`config.mk`:
```
export PLATFORM = sky130hd
export DESIGN_NAME = rfc_flow_ctrl
export DESIGN_NICKNAME = d
export VERILOG_FILES = /design/src/logic/rfc_pkg.sv /design/src/logic/rfc_dur_rom.sv /design/src/logic/rfc_flow_ctrl.sv
export SDC_FILE = /design/constraint.sdc
export NUM_CORES = 1
export LEC_CHECK = 0
export ABC_AREA = 1
export BUFFER_PORTS_ARGS = -buffer_cell sky130_fd_sc_hd__buf_2
export CAP_MARGIN = 20
export CORE_MARGIN = 2
export CORE_UTILIZATION = 56
export CTS_BUF_LIST = sky130_fd_sc_hd__clkbuf_8
export DETAILED_ROUTE_END_ITERATION = 8
export PLACE_DENSITY = 0.83
export SLEW_MARGIN = 5
export SYNTH_ARGS = -nofsm -noshare
export SYNTH_HDL_FRONTEND = slang
export SYNTH_SLANG_ARGS = --single-unit
```
`constraint.sdc`:
```
create_clock -name clk_i -period 3.3 [get_ports clk_i]
set_input_delay 0.66 -clock clk_i [delete_from_list [all_inputs] [get_ports clk_i]]
set_output_delay 0.66 -clock clk_i [all_outputs]
set_load 0.03 [all_outputs]
```
`src/logic/rfc_pkg.sv`:
```
package rfc_pkg;

  // ----------------------------------------
  // Register map
  // ----------------------------------------
  localparam logic [7:0]  AUTO_FLOW_CONTROL_CONFIG_OFFSET   = 8'hac;
  localparam logic [31:0] AUTO_FLOW_CONTROL_CONFIG_RESET    = 32'h0000_0000;
  localparam int          HI_MARK_MSB      = 23;
  localparam int          HI_MARK_LSB      = 16;
  localparam int          LO_MARK_MSB      = 15;
  localparam int          LO_MARK_LSB      = 8;
  localparam int          BP_DUR_MSB       = 7;
  localparam int          BP_DUR_LSB       = 4;
  localparam int          TRIG_MCAST_BIT   = 3;
  localparam int          TRIG_BCAST_BIT   = 2;
  localparam int          TRIG_OWN_BIT     = 1;
  localparam int          TRIG_ANY_BIT     = 0;
  localparam logic [31:0] AUTO_FLOW_CONTROL_CONFIG_WMASK    = 32'h00ff_ffff;

  // ----------------------------------------
  // Fill level units
  // ----------------------------------------
  localparam int          MARK_UNIT_SHIFT  = 6;

  // ----------------------------------------
  // Backpressure timing
  // ----------------------------------------
  localparam int          CLK_MHZ          = 20;
  localparam int          SLOW_EXTRA_NS    = 2200;
  localparam int          SLOW_EXTRA_CYC   = (SLOW_EXTRA_NS * CLK_MHZ) / 1000;
  localparam int          BP_CNT_W         = 14;

  typedef enum logic [1:0] {
    RFC_IDLE,
    RFC_ARMED,
    RFC_PAUSED
  } rfc_state_e;

endpackage

```
`src/logic/rfc_dur_rom.sv`:
```
`timescale 1ns/100ps
module rfc_dur_rom
  import rfc_pkg::*;
(
  input  wire logic                clk_i,
  input  wire logic [3:0]          code_i,
  input  wire logic                slow_i,
  output logic [BP_CNT_W-1:0]      cycles_o
);

  // ----------------------------------------
  // Duration table in microseconds
  // ----------------------------------------
  localparam int DUR_US [16] = '{5, 10, 15, 25, 50, 100, 150, 200,
                                 250, 300, 350, 400, 450, 500, 550, 600};

  function automatic logic [BP_CNT_W-1:0] dur_cycles(input logic [3:0] c,
                                                     input logic       s);
    int n;
    n = DUR_US[c] * CLK_MHZ;
    if (s) begin
      n = n + SLOW_EXTRA_CYC;
    end
    return BP_CNT_W'(n);
  endfunction

  // Registered read keeps the counter load off a long table path
  always_ff @(posedge clk_i) begin
    cycles_o <= dur_cycles(code_i, slow_i);
  end

endmodule

```
`src/logic/rfc_flow_ctrl.sv`:
```
`timescale 1ns/100ps
module rfc_flow_ctrl
  import rfc_pkg::*;
#(
  parameter int FIFO_LVL_W = 14
)
(
  input  wire logic                  clk_i,
  input  wire logic                  sys_rst_i,
  input  wire logic [7:0]            reg_addr_i,
  input  wire logic                  reg_wr_i,
  input  wire logic                  reg_rd_i,
  input  wire logic [31:0]           reg_wdata_i,
  output logic [31:0]                reg_rdata_o,
  input  wire logic [FIFO_LVL_W-1:0] rx_fifo_used_i,
  input  wire logic                  tx_enabled_i,
  input  wire logic                  full_duplex_i,
  input  wire logic                  speed_10_i,
  input  wire logic                  rx_preamble_i,
  input  wire logic                  rx_addr_valid_i,
  input  wire logic                  rx_is_mcast_i,
  input  wire logic                  rx_is_bcast_i,
  input  wire logic                  rx_is_own_i,
  input  wire logic                  pause_ack_i,
  output logic                       pause_req_o,
  output logic                       pause_zero_o,
  output logic                       backpressure_o,
  output logic                       paused_o
);
  import rfc_pkg::*;

  // ----------------------------------------
  // Configuration register
  // ----------------------------------------
  logic [31:0]         cfg_ff;
  logic [7:0]          high_water_mark;
  logic [7:0]          low_water_mark;
  logic [3:0]          backpressure_duration;
  logic                trigger_on_multicast;
  logic                trigger_on_broadcast;
  logic                trigger_on_own_address;
  logic                trigger_on_any_frame;
  logic                fc_enabled;

  assign high_water_mark        = cfg_ff[HI_MARK_MSB:HI_MARK_LSB];
  assign low_water_mark         = cfg_ff[LO_MARK_MSB:LO_MARK_LSB];
  assign backpressure_duration  = cfg_ff[BP_DUR_MSB:BP_DUR_LSB];
  assign trigger_on_multicast   = cfg_ff[TRIG_MCAST_BIT];
  assign trigger_on_broadcast   = cfg_ff[TRIG_BCAST_BIT];
  assign trigger_on_own_address = cfg_ff[TRIG_OWN_BIT];
  assign trigger_on_any_frame   = cfg_ff[TRIG_ANY_BIT];
  assign fc_enabled             = |cfg_ff[TRIG_MCAST_BIT:TRIG_ANY_BIT];

  always_ff @(posedge clk_i) begin
    if (sys_rst_i) begin
      cfg_ff <= AUTO_FLOW_CONTROL_CONFIG_RESET;
    end else if (reg_wr_i && reg_addr_i == AUTO_FLOW_CONTROL_CONFIG_OFFSET) begin
      cfg_ff <= reg_wdata_i & AUTO_FLOW_CONTROL_CONFIG_WMASK;
    end
  end

  // ----------------------------------------
  // Level compare
  // ----------------------------------------
  function automatic logic [FIFO_LVL_W+1:0] mark_bytes(input logic [7:0] m);
    return (FIFO_LVL_W + 2)'(m) << MARK_UNIT_SHIFT;
  endfunction

  logic [FIFO_LVL_W+1:0] used_w;
  logic                  at_high_ff;
  logic                  below_low_ff;

  assign used_w = (FIFO_LVL_W + 2)'(rx_fifo_used_i);

  // Registered so the FIFO_LVL_W+2 bit level-to-mark compare stays off the request path
  always_ff @(posedge clk_i) begin
    if (sys_rst_i) begin
      at_high_ff   <= 1'b0;
      below_low_ff <= 1'b0;
    end else begin
      at_high_ff   <= used_w >= mark_bytes(high_water_mark);
      below_low_ff <= used_w < mark_bytes(low_water_mark);
    end
  end

  // ----------------------------------------
  // Full-duplex pause sequencing
  // ----------------------------------------
  rfc_state_e state_ff;
  rfc_state_e nxt_state;
  logic       nxt_pause_req;
  logic       nxt_pause_zero;

  always_comb begin
    nxt_state      = state_ff;
    nxt_pause_req  = pause_req_o;
    nxt_pause_zero = pause_zero_o;
    case (state_ff)
      RFC_IDLE: begin
        // Any-frame bit enables full-duplex arming; the zero pause from paused needs only any trigger bit
        if (full_duplex_i && trigger_on_any_frame && tx_enabled_i) begin
          nxt_state = RFC_ARMED;
        end
      end
      RFC_ARMED: begin
        // A queued request is seen through to its ack so it cannot strand in idle
        if (pause_req_o) begin
          if (pause_ack_i) begin
            nxt_pause_req = 1'b0;
            nxt_state     = RFC_PAUSED;
          end
        end else if (!(full_duplex_i && trigger_on_any_frame)) begin
          nxt_state = RFC_IDLE;
        end else if (at_high_ff && tx_enabled_i) begin
          nxt_pause_req  = 1'b1;
          nxt_pause_zero = 1'b0;
        end
      end
      RFC_PAUSED: begin
        if (pause_req_o) begin
          if (pause_ack_i) begin
            nxt_pause_req = 1'b0;
            nxt_state     = RFC_IDLE;
          end
        end else if (below_low_ff && fc_enabled && tx_enabled_i) begin
          nxt_pause_req  = 1'b1;
          nxt_pause_zero = 1'b1;
        end
      end
      default: begin
        nxt_state     = RFC_IDLE;
        nxt_pause_req = 1'b0;
      end
    endcase
    // A request clears at the first clock with the transmitter off and is never raised while it stays off
    if (!tx_enabled_i) begin
      nxt_pause_req = 1'b0;
    end
  end

  always_ff @(posedge clk_i) begin
    if (sys_rst_i) begin
      state_ff     <= RFC_IDLE;
      pause_req_o  <= 1'b0;
      pause_zero_o <= 1'b0;
    end else begin
      state_ff     <= nxt_state;
      pause_req_o  <= nxt_pause_req;
      pause_zero_o <= nxt_pause_zero;
    end
  end

  always_ff @(posedge clk_i) begin
    if (sys_rst_i) begin
      paused_o <= 1'b0;
    end else begin
      paused_o <= (nxt_state == RFC_PAUSED);
    end
  end

  // ----------------------------------------
  // Half-duplex backpressure
  // ----------------------------------------
  logic [BP_CNT_W-1:0] dur_cycles_w;
  logic [BP_CNT_W-1:0] bp_cnt_ff;
  logic                frame_hit;

  rfc_dur_rom u_dur_rom (
    .clk_i    (clk_i),
    .code_i   (backpressure_duration),
    .slow_i   (speed_10_i),
    .cycles_o (dur_cycles_w)
  );

  // Any-frame acts at the preamble with no address decode; else needs a decoded match
  always_comb begin
    if (trigger_on_any_frame) begin
      frame_hit = rx_preamble_i;
    end else begin
      frame_hit = rx_addr_valid_i &&
                  ((trigger_on_multicast   && rx_is_mcast_i) ||
                   (trigger_on_broadcast   && rx_is_bcast_i) ||
                   (trigger_on_own_address && rx_is_own_i));
    end
  end

  always_ff @(posedge clk_i) begin
    if (sys_rst_i) begin
      bp_cnt_ff      <= '0;
      backpressure_o <= 1'b0;
    end else if (!tx_enabled_i || full_duplex_i) begin
      // Full duplex never jams; duration field is unused there
      bp_cnt_ff      <= '0;
      backpressure_o <= 1'b0;
    end else if (at_high_ff && frame_hit) begin
      bp_cnt_ff      <= dur_cycles_w;
      backpressure_o <= 1'b1;
    end else if (bp_cnt_ff > BP_CNT_W'(1)) begin
      bp_cnt_ff      <= bp_cnt_ff - BP_CNT_W'(1);
      backpressure_o <= 1'b1;
    end else begin
      bp_cnt_ff      <= '0;
      backpressure_o <= 1'b0;
    end
  end

  // ----------------------------------------
  // Register read
  // ----------------------------------------
  // Bit 31 reflects the paused flag; rest of the upper byte reads zero
  always_ff @(posedge clk_i) begin
    if (sys_rst_i) begin
      reg_rdata_o <= 32'h0000_0000;
    end else if (reg_rd_i && reg_addr_i == AUTO_FLOW_CONTROL_CONFIG_OFFSET) begin
      reg_rdata_o <= {paused_o, cfg_ff[30:0]};
    end else begin
      reg_rdata_o <= 32'h0000_0000;
    end
  end

endmodule

```
Word-level counts from Yosys, hierarchy flattened

Memory sizes are Yosys's and may differ from the RTL's.
Cells that the tools add are included.

$lt $le $gt $ge: 4
Reductions and logical operators: 23
Add/subtract/negate cells: 2
Multiply operators: 1
Multiplexer cells: 28
Equal/unequal tests: 9
Bitwise operators: 3

Operators by type and width:

| operator                | count |
|---|---|
| $mux W32                | 2 |
| $mux W14                | 3 |
| $mul A32 B4 Y12 const B | 1 |
| $add A14 B7 Y14 const B | 1 |
| $ge A14 B14 Y1          | 1 |
| $gt A14 B1 Y1 const B   | 1 |
| $lt A14 B14 Y1          | 1 |
| $mux W1                 | 14 |
| $sub A14 B1 Y14 const B | 1 |
| $logic_and A1 B1 Y1     | 12 |
| $mux W2                 | 6 |
| $ne A2 B2 Y1 const B    | 5 |
| $eq A8 B8 Y1 const B    | 1 |
| $pmux W2 S3             | 1 |
| $reduce_and A6 Y1       | 1 |
| $reduce_or A2 Y1        | 3 |
| $ge A5 B5 Y1 const B    | 1 |
| $not A4 Y5              | 1 |
| $eq A2 B2 Y1 const B    | 2 |
| $reduce_or A4 Y1        | 1 |
| $logic_or A1 B1 Y1      | 3 |
| $pmux W1 S3             | 1 |
| $eq A2 B1 Y1 const B    | 1 |
| $logic_not A2 Y1        | 1 |
| other kinds (4)         | 5 |

Logic and storage cells: 83
Memories: 1
Input port bits: 67
Register bits after elaboration: 85
Output and inout bits: 36
Memory bits (read-only): 512

Memories:

| name            | words | bits a word | read ports | clocked after memory_dff | wr ports | line              | text |
|---|---|---|---|---|---|---|---|
| (no name shown) | 16    | 32          | 1          | 0                        | 0        | rfc_dur_rom.sv:20 | `n = DUR_US[c] * CLK_MHZ;` |

Logic depth before layout (Yosys ltp)

Gate-level depths: netlist (run 1).

Word-level depth: 7
Mapped depth: 18
Gate-level depth less buffers: 18

Cells and area by module

Synthesis (run 1) repeated with hierarchy kept, for this count alone.

Cells, all modules: 638
Area, all modules: 4451.8 um^2

By module, submodules not included:

| module        | seq. area each (um^2) | cells each | instances | area an instance (um^2) |
|---|---|---|---|---|
| rfc_flow_ctrl | 1421.4                | 488        | 1         | 3355.7 |
| rfc_dur_rom   | 240.2                 | 150        | 1         | 1096.1 |

Worst setup path after synthesis (run 1)

OpenSTA, ideal clock, no wires.

Path kind: register -> register
Start point: register cfg_ff[4]
End point: register u_dur_rom.cycles_o[10]
Cell stages (with the launch flop): 12
Period minus slack after synthesis: 2.812 ns
Buffers on the path: 0
Setup slack: 0.488 ns
Data required time: 3.186 ns
Library setup time: 0.114 ns
Arrival: 2.697 ns
Path through: dfxtp_1 > inv_1 > ha_1 > a221oi_1 > ha_1 > ha_1 > fa_1 > xor2_1 > nand4_1 > nor2_1 > xnor2_1 > inv_1

Word-level cells in the longest chain between the ends: 7

Ends and longest elaborated chain:

| element                                        | line                | text |
|---|---|---|
| start: declaration                             | rfc_flow_ctrl.sv:35 | `logic [31:0] cfg_ff;` |
| start signal: assignment                       | rfc_flow_ctrl.sv:58 | `cfg_ff <= reg_wdata_i & AUTO_FLOW_CONTROL_CONFIG_WMASK;` |
| $not A4 Y5 (implied by the code) *             | rfc_dur_rom.sv:20   |  |
| $mem_v2 Z16 W32 *                              | --                  |  |
| $mux W32 (implied by the code) * (2 in series) | rfc_dur_rom.sv:20   |  |
| $mul A32 B4 Y12 *                              | rfc_dur_rom.sv:20   |  |
| $add A14 B7 Y14                                | rfc_dur_rom.sv:22   | `n = n + SLOW_EXTRA_CYC;` |
| $mux W14 *                                     | rfc_dur_rom.sv:21   | `if (s) begin` |
| end signal: assignment                         | rfc_dur_rom.sv:29   | `cycles_o <= dur_cycles(code_i, slow_i);` |
| end: declaration                               | rfc_dur_rom.sv:8    | `output logic [BP_CNT_W-1:0] cycles_o` |

Every way passes the cells marked *; elsewhere a longest branch is shown, timed or not. The select of a mux whose other input is x is not followed.
A chain may end at the register's enable or synchronous reset.

Final worst setup path (run 1)

Start point: register cfg_ff[5]
End point: register u_dur_rom.cycles_o[10]

The elaborated chain is that of the path after synthesis.

==> qor.csv, run 1 <==
metric,value,unit
status,"complete, no violations",
Worst setup SP type,flip-flop,
FILL cells,620,
Tot GR Track Use,22.94,%
RSZ-0062 raised after global routing,false,
met2 usage,38.58,%
pre-CTS setup slack,300.3,ps
largest net degree at the start of global routing,49,
Inserted Diodes,0,
Critical Path End Type,flip-flop,
cells after synthesis,541,
PortBufs,87,
setup ws final,280.7,ps
drt wl/cell,12.32,µm
Worst Hold Margin,433.6,ps
die area,0.008288,mm²
minimum clock period,3019,ps
Clock Latency Late Sink,350,ps
die width,91.04,µm
Max-Slew Margin vs Limit,47.73,%
multi-input logic area,0.002187,mm²
"Warnings, synthesis",0,
CTS root buffer,clkbuf_8,
"commonest non-fill, non-tap cells in the layout","buf_2, nand2_1, dfxtp_1",
crit path DAT,3270,ps
HPWL after DPL,6981,µm
DRC,0,
Worst-path clk slew,90,ps
max cap viols,0,
Final Slew Violations,0,
Synth Area per Inst,7.843,µm²
post-cts resize count,0,
P_leak,2.363,nW
cts hold-fix bufs,0,
Setup CP Type,reg2reg,
DR vias/cell,5.104,
worst slew pin tran,781.2,ps
Pwr Total,2.864,mW
Hold Fails Final Rpt,0,
Ports,103,
Num CTS Buffers,9,
GRT Max-Usage Layer,met2,
vias,3726,
Synth-to-Final Area Change,14.89,%
H-Tree Depth,3,
crit-path max FO,5,
DRT iter0 DRCs,134,
Critical Path RT,3550,ps
"Seq/Total Area, Yosys",39.16,%
Worst path most repeated cell,ha_1,
worst path cell trace,"inv_1, ha_1, a221oi_1, ha_1, ha_1, fa_1, xor2_1, nand4_1, nor2_1, xnor2_1, inv_1",
pwr dens,587.6,mW/mm²
register bit total from synthesis,83,
FMAX,331.2,MHz
TritonCTS clock tree,yes,
"most common cell after layout, fill and taps aside",buf_2,
Critical-path top delay cell,a221oi_1,
family with the most delay on the worst path,adder cells,
vias in the first global route,3598,
post-CTS setup buffers,0,
nets@finish,733,
worst path bufs/invs,2,
met1 Use GR,28.35,%
area of the core,0.007292,mm²
first-pass GRT wire length,15550,µm
CTS max path bufs,2,
Layout Skew,13.23,ps
Final period util,91.49,%
die height,91.04,µm
post-synth cell types,38,
Starting Density,58.18,%
Routed WL,8991,µm
drt pass-1 iters,4,
ratio of cells with drive above 1 in the final layout,19.65,%
antenna violations before repair,0,
final setup fails,0,
CP max stage delay,420,ps
HP Class,reg2reg,
GP Congestion,0.8844,
Final ANT Viol Nets,0,
post-route setup TNS,0,ps
FP Rows,31,
M3 GR Usage,4.730,%
grt ovf,0,
Post-Syn Area,0.004243,mm²
peak supply drop,0.3486,mV
CTS sink cnt,83,
register area,0.001662,mm²
power breakdown:
part	leakage, nW	internal [mW]	switching, mW
clock network	0.0828	0.270	0.371
registers	0.672	1.09	0.0700
logic	1.61	0.442	0.619
total	2.36	1.80	1.06
routing by layer:
metal | routed length (µm) | share of wire (%)
met5 | 0 | 0
met3 | 402 | 4.5
met2 | 4278 | 48
met4 | 237 | 2.6
met1 | 4073 | 45
path summary, 6_finish.rpt:
path / from / slack [ps] / cells past startpoint / to
min: paused_o$_SDFF_PP0_ / 430 / 2 / reg_rdata_o[31]$_SDFF_PP0_
max reg2reg: cfg_ff[5]$_SDFFE_PP0P_ / 280 / 11 / u_dur_rom.cycles_o[10]$_DFF_P_
min reg2reg: paused_o$_SDFF_PP0_ / 430 / 2 / reg_rdata_o[31]$_SDFF_PP0_
max: cfg_ff[5]$_SDFFE_PP0P_ / 280 / 11 / u_dur_rom.cycles_o[10]$_DFF_P_
sequential cells by signal, summed over array words and instances (netlist names):
register / cells
reg_rdata_o: 25
at_high_ff: 1
paused_o: 1
backpressure_o: 1
state_ff: 2
u_dur_rom.cycles_o: 12
cfg_ff: 24
bp_cnt_ff: 14
pause_zero_o: 1
below_low_ff: 1
pause_req_o: 1
metrics by stage:
step	area, µm²	instances	utilization [%]
6_report	4875	730	66.85
5_1_grt	4875	730	66.85
4_1_cts	4875	730	66.85
3_5_place_dp	4706	714	64.53
3_3_place_gp	4706	714	64.53
2_1_floorplan	4265	547	-
Yosys cell counts:
| cell | n | area share, % |
|---|---|---|
| a211oi_1 | 1 | 0.18 |
| a21boi_0 | 1 | 0.18 |
| a21boi_1 | 1 | 0.18 |
| a21oi_1 | 40 | 4.7 |
| a221oi_1 | 1 | 0.21 |
| and2_1 | 1 | 0.15 |
| buf_2 | 5 | 0.59 |
| buf_4 | 7 | 1.2 |
| buf_6 | 4 | 1.1 |
| clkbuf_1 | 7 | 0.62 |
| clkinv_2 | 1 | 0.12 |
| conb_1 | 1 | 0.088 |
| dfxtp_1 | 83 | 39 |
| fa_1 | 1 | 0.47 |
| ha_1 | 39 | 12 |
| inv_1 | 69 | 6.1 |
| inv_2 | 1 | 0.088 |
| nand2_1 | 83 | 7.3 |
| nand2_2 | 4 | 0.59 |
| nand2_4 | 4 | 1.1 |
| nand3_1 | 35 | 4.1 |
| nand3_2 | 1 | 0.24 |
| nand3b_1 | 1 | 0.18 |
| nand4_1 | 18 | 2.7 |
| nor2_1 | 56 | 5.0 |
| nor2_2 | 1 | 0.15 |
| nor2_4 | 2 | 0.53 |
| nor3_1 | 5 | 0.59 |
| nor3_4 | 1 | 0.38 |
| nor3b_1 | 2 | 0.35 |
| nor3b_2 | 1 | 0.29 |
| nor4_1 | 2 | 0.29 |
| nor4_2 | 2 | 0.59 |
| o211ai_1 | 3 | 0.53 |
| o21a_1 | 3 | 0.53 |
| o21ai_0 | 36 | 4.2 |
| xnor2_1 | 7 | 1.4 |
| xor2_1 | 11 | 2.3 |
worst reg2reg max path, cell delays in order (launching register included):
cell	delay [ps]
dfxtp_1	400
inv_1	140
ha_1	230
a221oi_1	420
ha_1	310
ha_1	230
fa_1	410
xor2_1	240
nand4_1	200
nor2_1	160
xnor2_1	130
inv_1	50
layout make-up:
cell class,count,share of cell area (%)
inverter,71,5.493
tap,99,2.541
clock buffer,9,2.541
multi-input combinational,370,44.87
timing repair buffer,91,9.548
clock inverter,7,0.9240
sequential,83,34.09
logic make-up after synthesis:
logic type | count (synthesis) | synth area share (%)
AO/OA/AOI/OAI | 86 | 10.76
XOR/XNOR | 18 | 3.716
adder cells (fa/ha/maj) | 40 | 11.97
buffers and inverters | 94 | 9.820
flip-flops | 83 | 39.16
other | 1 | 0.08838
AND/OR/NAND/NOR | 219 | 24.48
No activity file was read; power rests on OpenSTA's default activity.
==> run 2, diff against run 1 <==
Settings changed: PLACE_DENSITY 0.83 to 0.85.
==> qor.csv, run 2 (synthesis results as in run 1) <==
metric,value,unit
Starting Density,58.18,%
Pwr Total,3.086,mW
cts hold-fix bufs,0,
PortBufs,87,
TritonCTS clock tree,yes,
CTS max path bufs,2,
Hold Path Depth,2,
first-pass GRT wire length,16090,µm
Clock Latency Late Sink,350,ps
die width,91.04,µm
ratio of cells with drive above 1 in the final layout,19.97,%
die height,91.04,µm
critical path depth,11,
Final Instance Area,0.004946,mm²
area of the core,0.007292,mm²
Routed WL,9627,µm
Critical-path top delay cell,fa_1,
Layout Skew,11.02,ps
Synth-to-Final Area Change,16.57,%
"Cell Area, Placed",0.004706,mm²
largest registers,"reg_rdata_o x25, cfg_ff x24, bp_cnt_ff x14",
crit-path max FO,5,
worst path cell trace,"inv_1, ha_1, a221oi_2, ha_1, ha_1, fa_1, xor2_1, nand4_1, nor2_1, xnor2_1, inv_1",
post-route setup TNS,0,ps
family with the most delay on the worst path,adder cells,
P_leak,2.394,nW
grt ovf,0,
DR vias/cell,5.092,
largest register by flop count,reg_rdata_o,
number of flip-flops in the largest register,25,
vias in the first global route,3664,
Worst path most repeated cell,ha_1,
crit path DAT,3250,ps
GP Congestion,0.8936,
DRT iter0 DRCs,130,
Final Slew Violations,0,
Worst Hold Margin,433.5,ps
worst slew pin tran,803.7,ps
die area,0.008288,mm²
Max-Slew Margin vs Limit,46.23,%
worst path bufs/invs,2,
minimum clock period,2996,ps
Ports,103,
final setup fails,0,
CP max stage delay,420,ps
status,"complete, no violations",
Worst-path clk slew,100,ps
Tot GR Track Use,23.94,%
CTS root buffer,clkbuf_8,
Final period util,90.80,%
"commonest non-fill, non-tap cells in the layout","buf_2, nand2_1, dfxtp_1",
drt wl/cell,13.19,µm
largest net degree at the start of global routing,49,
Num CTS Buffers,9,
Critical Path RT,3550,ps
FMAX,333.7,MHz
CTS sink cnt,83,
Worst setup SP type,flip-flop,
max cap viols,0,
HP Class,reg2reg,
Setup CP Type,reg2reg,
pwr dens,624.0,mW/mm²
nets@finish,733,
HPWL after DPL,7218,µm
antenna violations before repair,0,
Cells after DPL,714,
r2r worst-path depth,11,
FP Rows,31,
Inserted Diodes,0,
H-Tree Depth,3,
DRC,0,
RSZ-0062 raised after global routing,false,
Post-Layout Cell Count,730,
vias,3717,
Final ANT Viol Nets,0,
Hold Fails Final Rpt,0,
peak supply drop,0.3768,mV
drt pass-1 iters,4,
"most common cell after layout, fill and taps aside",buf_2,
Critical Path End Type,flip-flop,
run 2: stage by stage:
step                worst slack, ps  util [%]
global placement              341.6     64.53
global route                  60.60     67.83
CTS                           198.5     67.74
floorplan                     488.2         -
detailed placement            221.7     64.53
finish                        303.6     67.83
run 2: path summary, 6_finish.rpt:
check | start | to | slack (ps)
max reg2reg | cfg_ff[5]$_SDFFE_PP0P_ | u_dur_rom.cycles_o[10]$_DFF_P_ | 300
min reg2reg | paused_o$_SDFF_PP0_ | reg_rdata_o[31]$_SDFF_PP0_ | 430
min | paused_o$_SDFF_PP0_ | reg_rdata_o[31]$_SDFF_PP0_ | 430
max | cfg_ff[5]$_SDFFE_PP0P_ | u_dur_rom.cycles_o[10]$_DFF_P_ | 300
run 2: where the power goes:
| group | switching, mW | total, mW | leakage (nW) | internal (mW) |
|---|---|---|---|---|
| combinational | 0.629 | 1.07 | 1.61 | 0.443 |
| clock | 0.392 | 0.849 | 0.115 | 0.456 |
| sequential | 0.0732 | 1.17 | 0.672 | 1.09 |
| total | 1.09 | 3.09 | 2.39 | 1.99 |
run 2: routing by layer:
layer	vias to the layer above	global-route usage (%)	share of wire (%)
met5	-	0	0
met4	0	11.36	2.8
met3	23	3.651	5.2
met2	113	41.30	48
met1	1664	29.20	44
li1	1917	-	-
run 2: area by class of cell:
cell class,instances,area (µm²)
fillers,604,2346
multi-input cells,370,2193
flip-flops and latches,83,1662
repair buffers,91,465.4
inverters,71,267.8
clock buffers,10,137.6
well taps,99,123.9
clock inverters,6,96.34
run 2: repair_timing:
| action | in CTS | in global routing |
|---|---|---|
| setup endpoints to repair | 0 | 2 |
| buffers inserted | 0 | 0 |
| gates resized for setup | 0 | 1 |
run 2: worst min-delay path, cell delays in order (launching register included):
cell and delay (ps):
dfxtp_1 320, inv_1 40, nor2_1 30
==> run 3, diff against run 2 <==
Settings changed: ABC_AREA 1 to not set.
Clock period 3.3 ns to 3.6 ns, I/O delays scaled along.
==> qor.csv, run 3 <==
metric,value,unit
status,"complete, no violations",
Final Instance Area,0.004880,mm²
CTS root buffer,clkbuf_8,
Critical-path top delay cell,fa_1,
largest registers,"reg_rdata_o x25, cfg_ff x24, bp_cnt_ff x14",
Worst-path clk slew,90,ps
Setup CP Type,reg2reg,
die height,90.47,µm
TritonCTS clock tree,yes,
nets@finish,634,
crit-path max FO,10,
antenna violations before repair,0,
largest net degree at the start of global routing,33,
vias,3334,
RSZ-0062 raised after global routing,false,
FP Rows,31,
peak supply drop,0.2122,mV
CTS sink cnt,83,
Synth-to-Final Area Change,16.56,%
register bit total from synthesis,83,
Ports,103,
post-cts resize count,0,
Worst path most repeated cell,ha_1,
Critical Path End Type,flip-flop,
"Cell Area, Placed",0.004683,mm²
WHS Endpoint,reg_rdata_o[31]$_SDFF_PP0_,
DRT iter0 DRCs,117,
final setup fails,0,
Starting Density,57.72,%
Post-Syn Area,0.004187,mm²
Post-synth top cells,"dfxtp_1, nor2_1, ha_1, inv_1, and2_1",
HP Class,reg2reg,
"Warnings, synthesis",0,
DRC,0,
HPWL after DPL,6389,µm
drt pass-1 iters,4,
cells after synthesis,440,
Main synth FF type,dfxtp_1,
"Async S/R FF share, synth",0,%
hold path startpoint,paused_o$_SDFF_PP0_,
post-synth cell types,63,
family with the most delay on the worst path,adder cells,
r2r setup slk,320,ps
minimum clock period,3284,ps
CTS max path bufs,2,
Tot GR Track Use,21.88,%
post-route setup TNS,0,ps
Max-Slew Margin vs Limit,44.75,%
post-CTS setup buffers,0,
crit path DAT,3520,ps
Num CTS Buffers,9,
Clock Latency Late Sink,350,ps
die area,0.008184,mm²
"Seq/Total Area, Yosys",39.69,%
Final period util,91.23,%
Worst setup SP type,flip-flop,
area of the core,0.007253,mm²
"most common cell after layout, fill and taps aside",buf_2,
Synth Area per Inst,9.515,µm²
vias in the first global route,3311,
worst path cell trace,"buf_4, ha_1, mux2_2, o21ai_0, ha_1, ha_1, fa_1, xor2_1, nand2_1, nor3_1, nand3_1, xnor2_1",
worst slew pin tran,828.1,ps
GP Congestion,0.8201,
Hold Fails Final Rpt,0,
Layout Skew,11.82,ps
die width,90.47,µm
"commonest non-fill, non-tap cells in the layout","buf_2, dfxtp_1, nor2_1",
CP max stage delay,410,ps
max cap viols,0,
H-Tree Depth,3,
r2r worst-path depth,12,
Hold Path Depth,1,
ranking of synthesized cells by area,"dfxtp_1, ha_1, mux2i_1",
Synth area leader,dfxtp_1,
Critical Path RT,3830,ps
drt wl/cell,14.01,µm
worst r2r src,cfg_ff[4]$_SDFFE_PP0P_,
number of flops mapped to enable cells by yosys,0,
top-count cell post-synth,dfxtp_1,
largest register by flop count,reg_rdata_o,
Synth top area share,39.69,%
Final ANT Viol Nets,0,
PortBufs,87,
pwr dens,380.2,mW/mm²
P_leak,2.395,nW
FMAX,304.5,MHz
terminus of the critical flop-to-flop path,u_dur_rom.cycles_o[11]$_DFF_P_,
Final Slew Violations,0,
cts hold-fix bufs,0,
ratio of cells with drive above 1 in the final layout,23.12,%
worst path bufs/invs,1,
grt ovf,0,
DR vias/cell,5.275,
Routed WL,8852,µm
number of flip-flops in the largest register,25,
first-pass GRT wire length,14820,µm
[run 3: cell types whose count changed in the layout (fill, tap and decap cells not counted), moves of 15 or more]
cell     before  now
a21oi_1      40   11
and2_1        1   28
inv_1        69   33
mux2i_1       0   26
nand2_1      83   25
nand3_1      35    6
nand4_1      18    3
nor2_1       56   40
o21ai_0      36   15
[run 3: metal layers]
layer / GRT usage [%] / vias up / part of all wire, %
li1: - / 1671 / -
met1: 25.76 / 1548 / 43
met2: 38.99 / 96 / 50
met3: 3.923 / 19 / 4.4
met4: 9.103 / 0 / 2.5
met5: 0 / - / 0
[run 3: cells by family after synthesis]
logic type | after synthesis | synth area share (%)
XOR/XNOR | 26 | 5.439
AO/OA/AOI/OAI | 67 | 12.13
adder cells (fa/ha/maj) | 40 | 12.13
buffers and inverters | 57 | 6.246
flip-flops | 83 | 39.69
multiplexers | 28 | 6.754
other | 1 | 0.08957
AND/OR/NAND/NOR | 138 | 17.51
[run 3: report_power, final]
| group | leakage, nW | internal (mW) | switching, mW |
|---|---|---|---|
| Combinational | 1.63 | 0.117 | 0.136 |
| Clock | 0.0970 | 0.297 | 0.352 |
| Sequential | 0.672 | 0.938 | 0.0150 |
[run 3: cell type report]
cell class,count,area [µm²]
fill,587,2374
multi-input combinational,306,2286
sequential,83,1662
timing repair buffer,94,488.0
clock buffer,11,151.4
inverter,33,123.9
tap,99,123.9
clock inverter,5,42.54
antenna,1,2.502
[run 3: metrics by stage]
step | hold WS (ps) | instances | worst slack [ps] | power, mW | util, %
finish | 472.3 | 632 | 315.9 | 1.855 | 67.28
global route | 485.1 | 631 | 174.0 | 1.939 | 67.24
CTS | 477.9 | 631 | 328.2 | 1.860 | 67.24
detailed placement | 444.2 | 615 | 356.3 | 1.223 | 64.57
global placement | 442.0 | 615 | 504.1 | 1.217 | 64.57
floorplan | 446.1 | 446 | 419.8 | 1.167 | -
[run 3: worst max path at each step]
stage / slack [ps] / cells past startpoint / to / start
2_1_floorplan: 420 / 13 / u_dur_rom.cycles_o[11]$_DFF_P_ / cfg_ff[4]$_SDFFE_PP0P_
3_3_place_gp: 500 / 12 / u_dur_rom.cycles_o[11]$_DFF_P_ / cfg_ff[4]$_SDFFE_PP0P_
3_5_place_dp: 360 / 12 / u_dur_rom.cycles_o[11]$_DFF_P_ / cfg_ff[4]$_SDFFE_PP0P_
4_1_cts: 330 / 12 / u_dur_rom.cycles_o[11]$_DFF_P_ / cfg_ff[4]$_SDFFE_PP0P_
5_1_grt: 170 / 12 / u_dur_rom.cycles_o[11]$_DFF_P_ / cfg_ff[4]$_SDFFE_PP0P_
6_report: 320 / 12 / u_dur_rom.cycles_o[11]$_DFF_P_ / cfg_ff[4]$_SDFFE_PP0P_
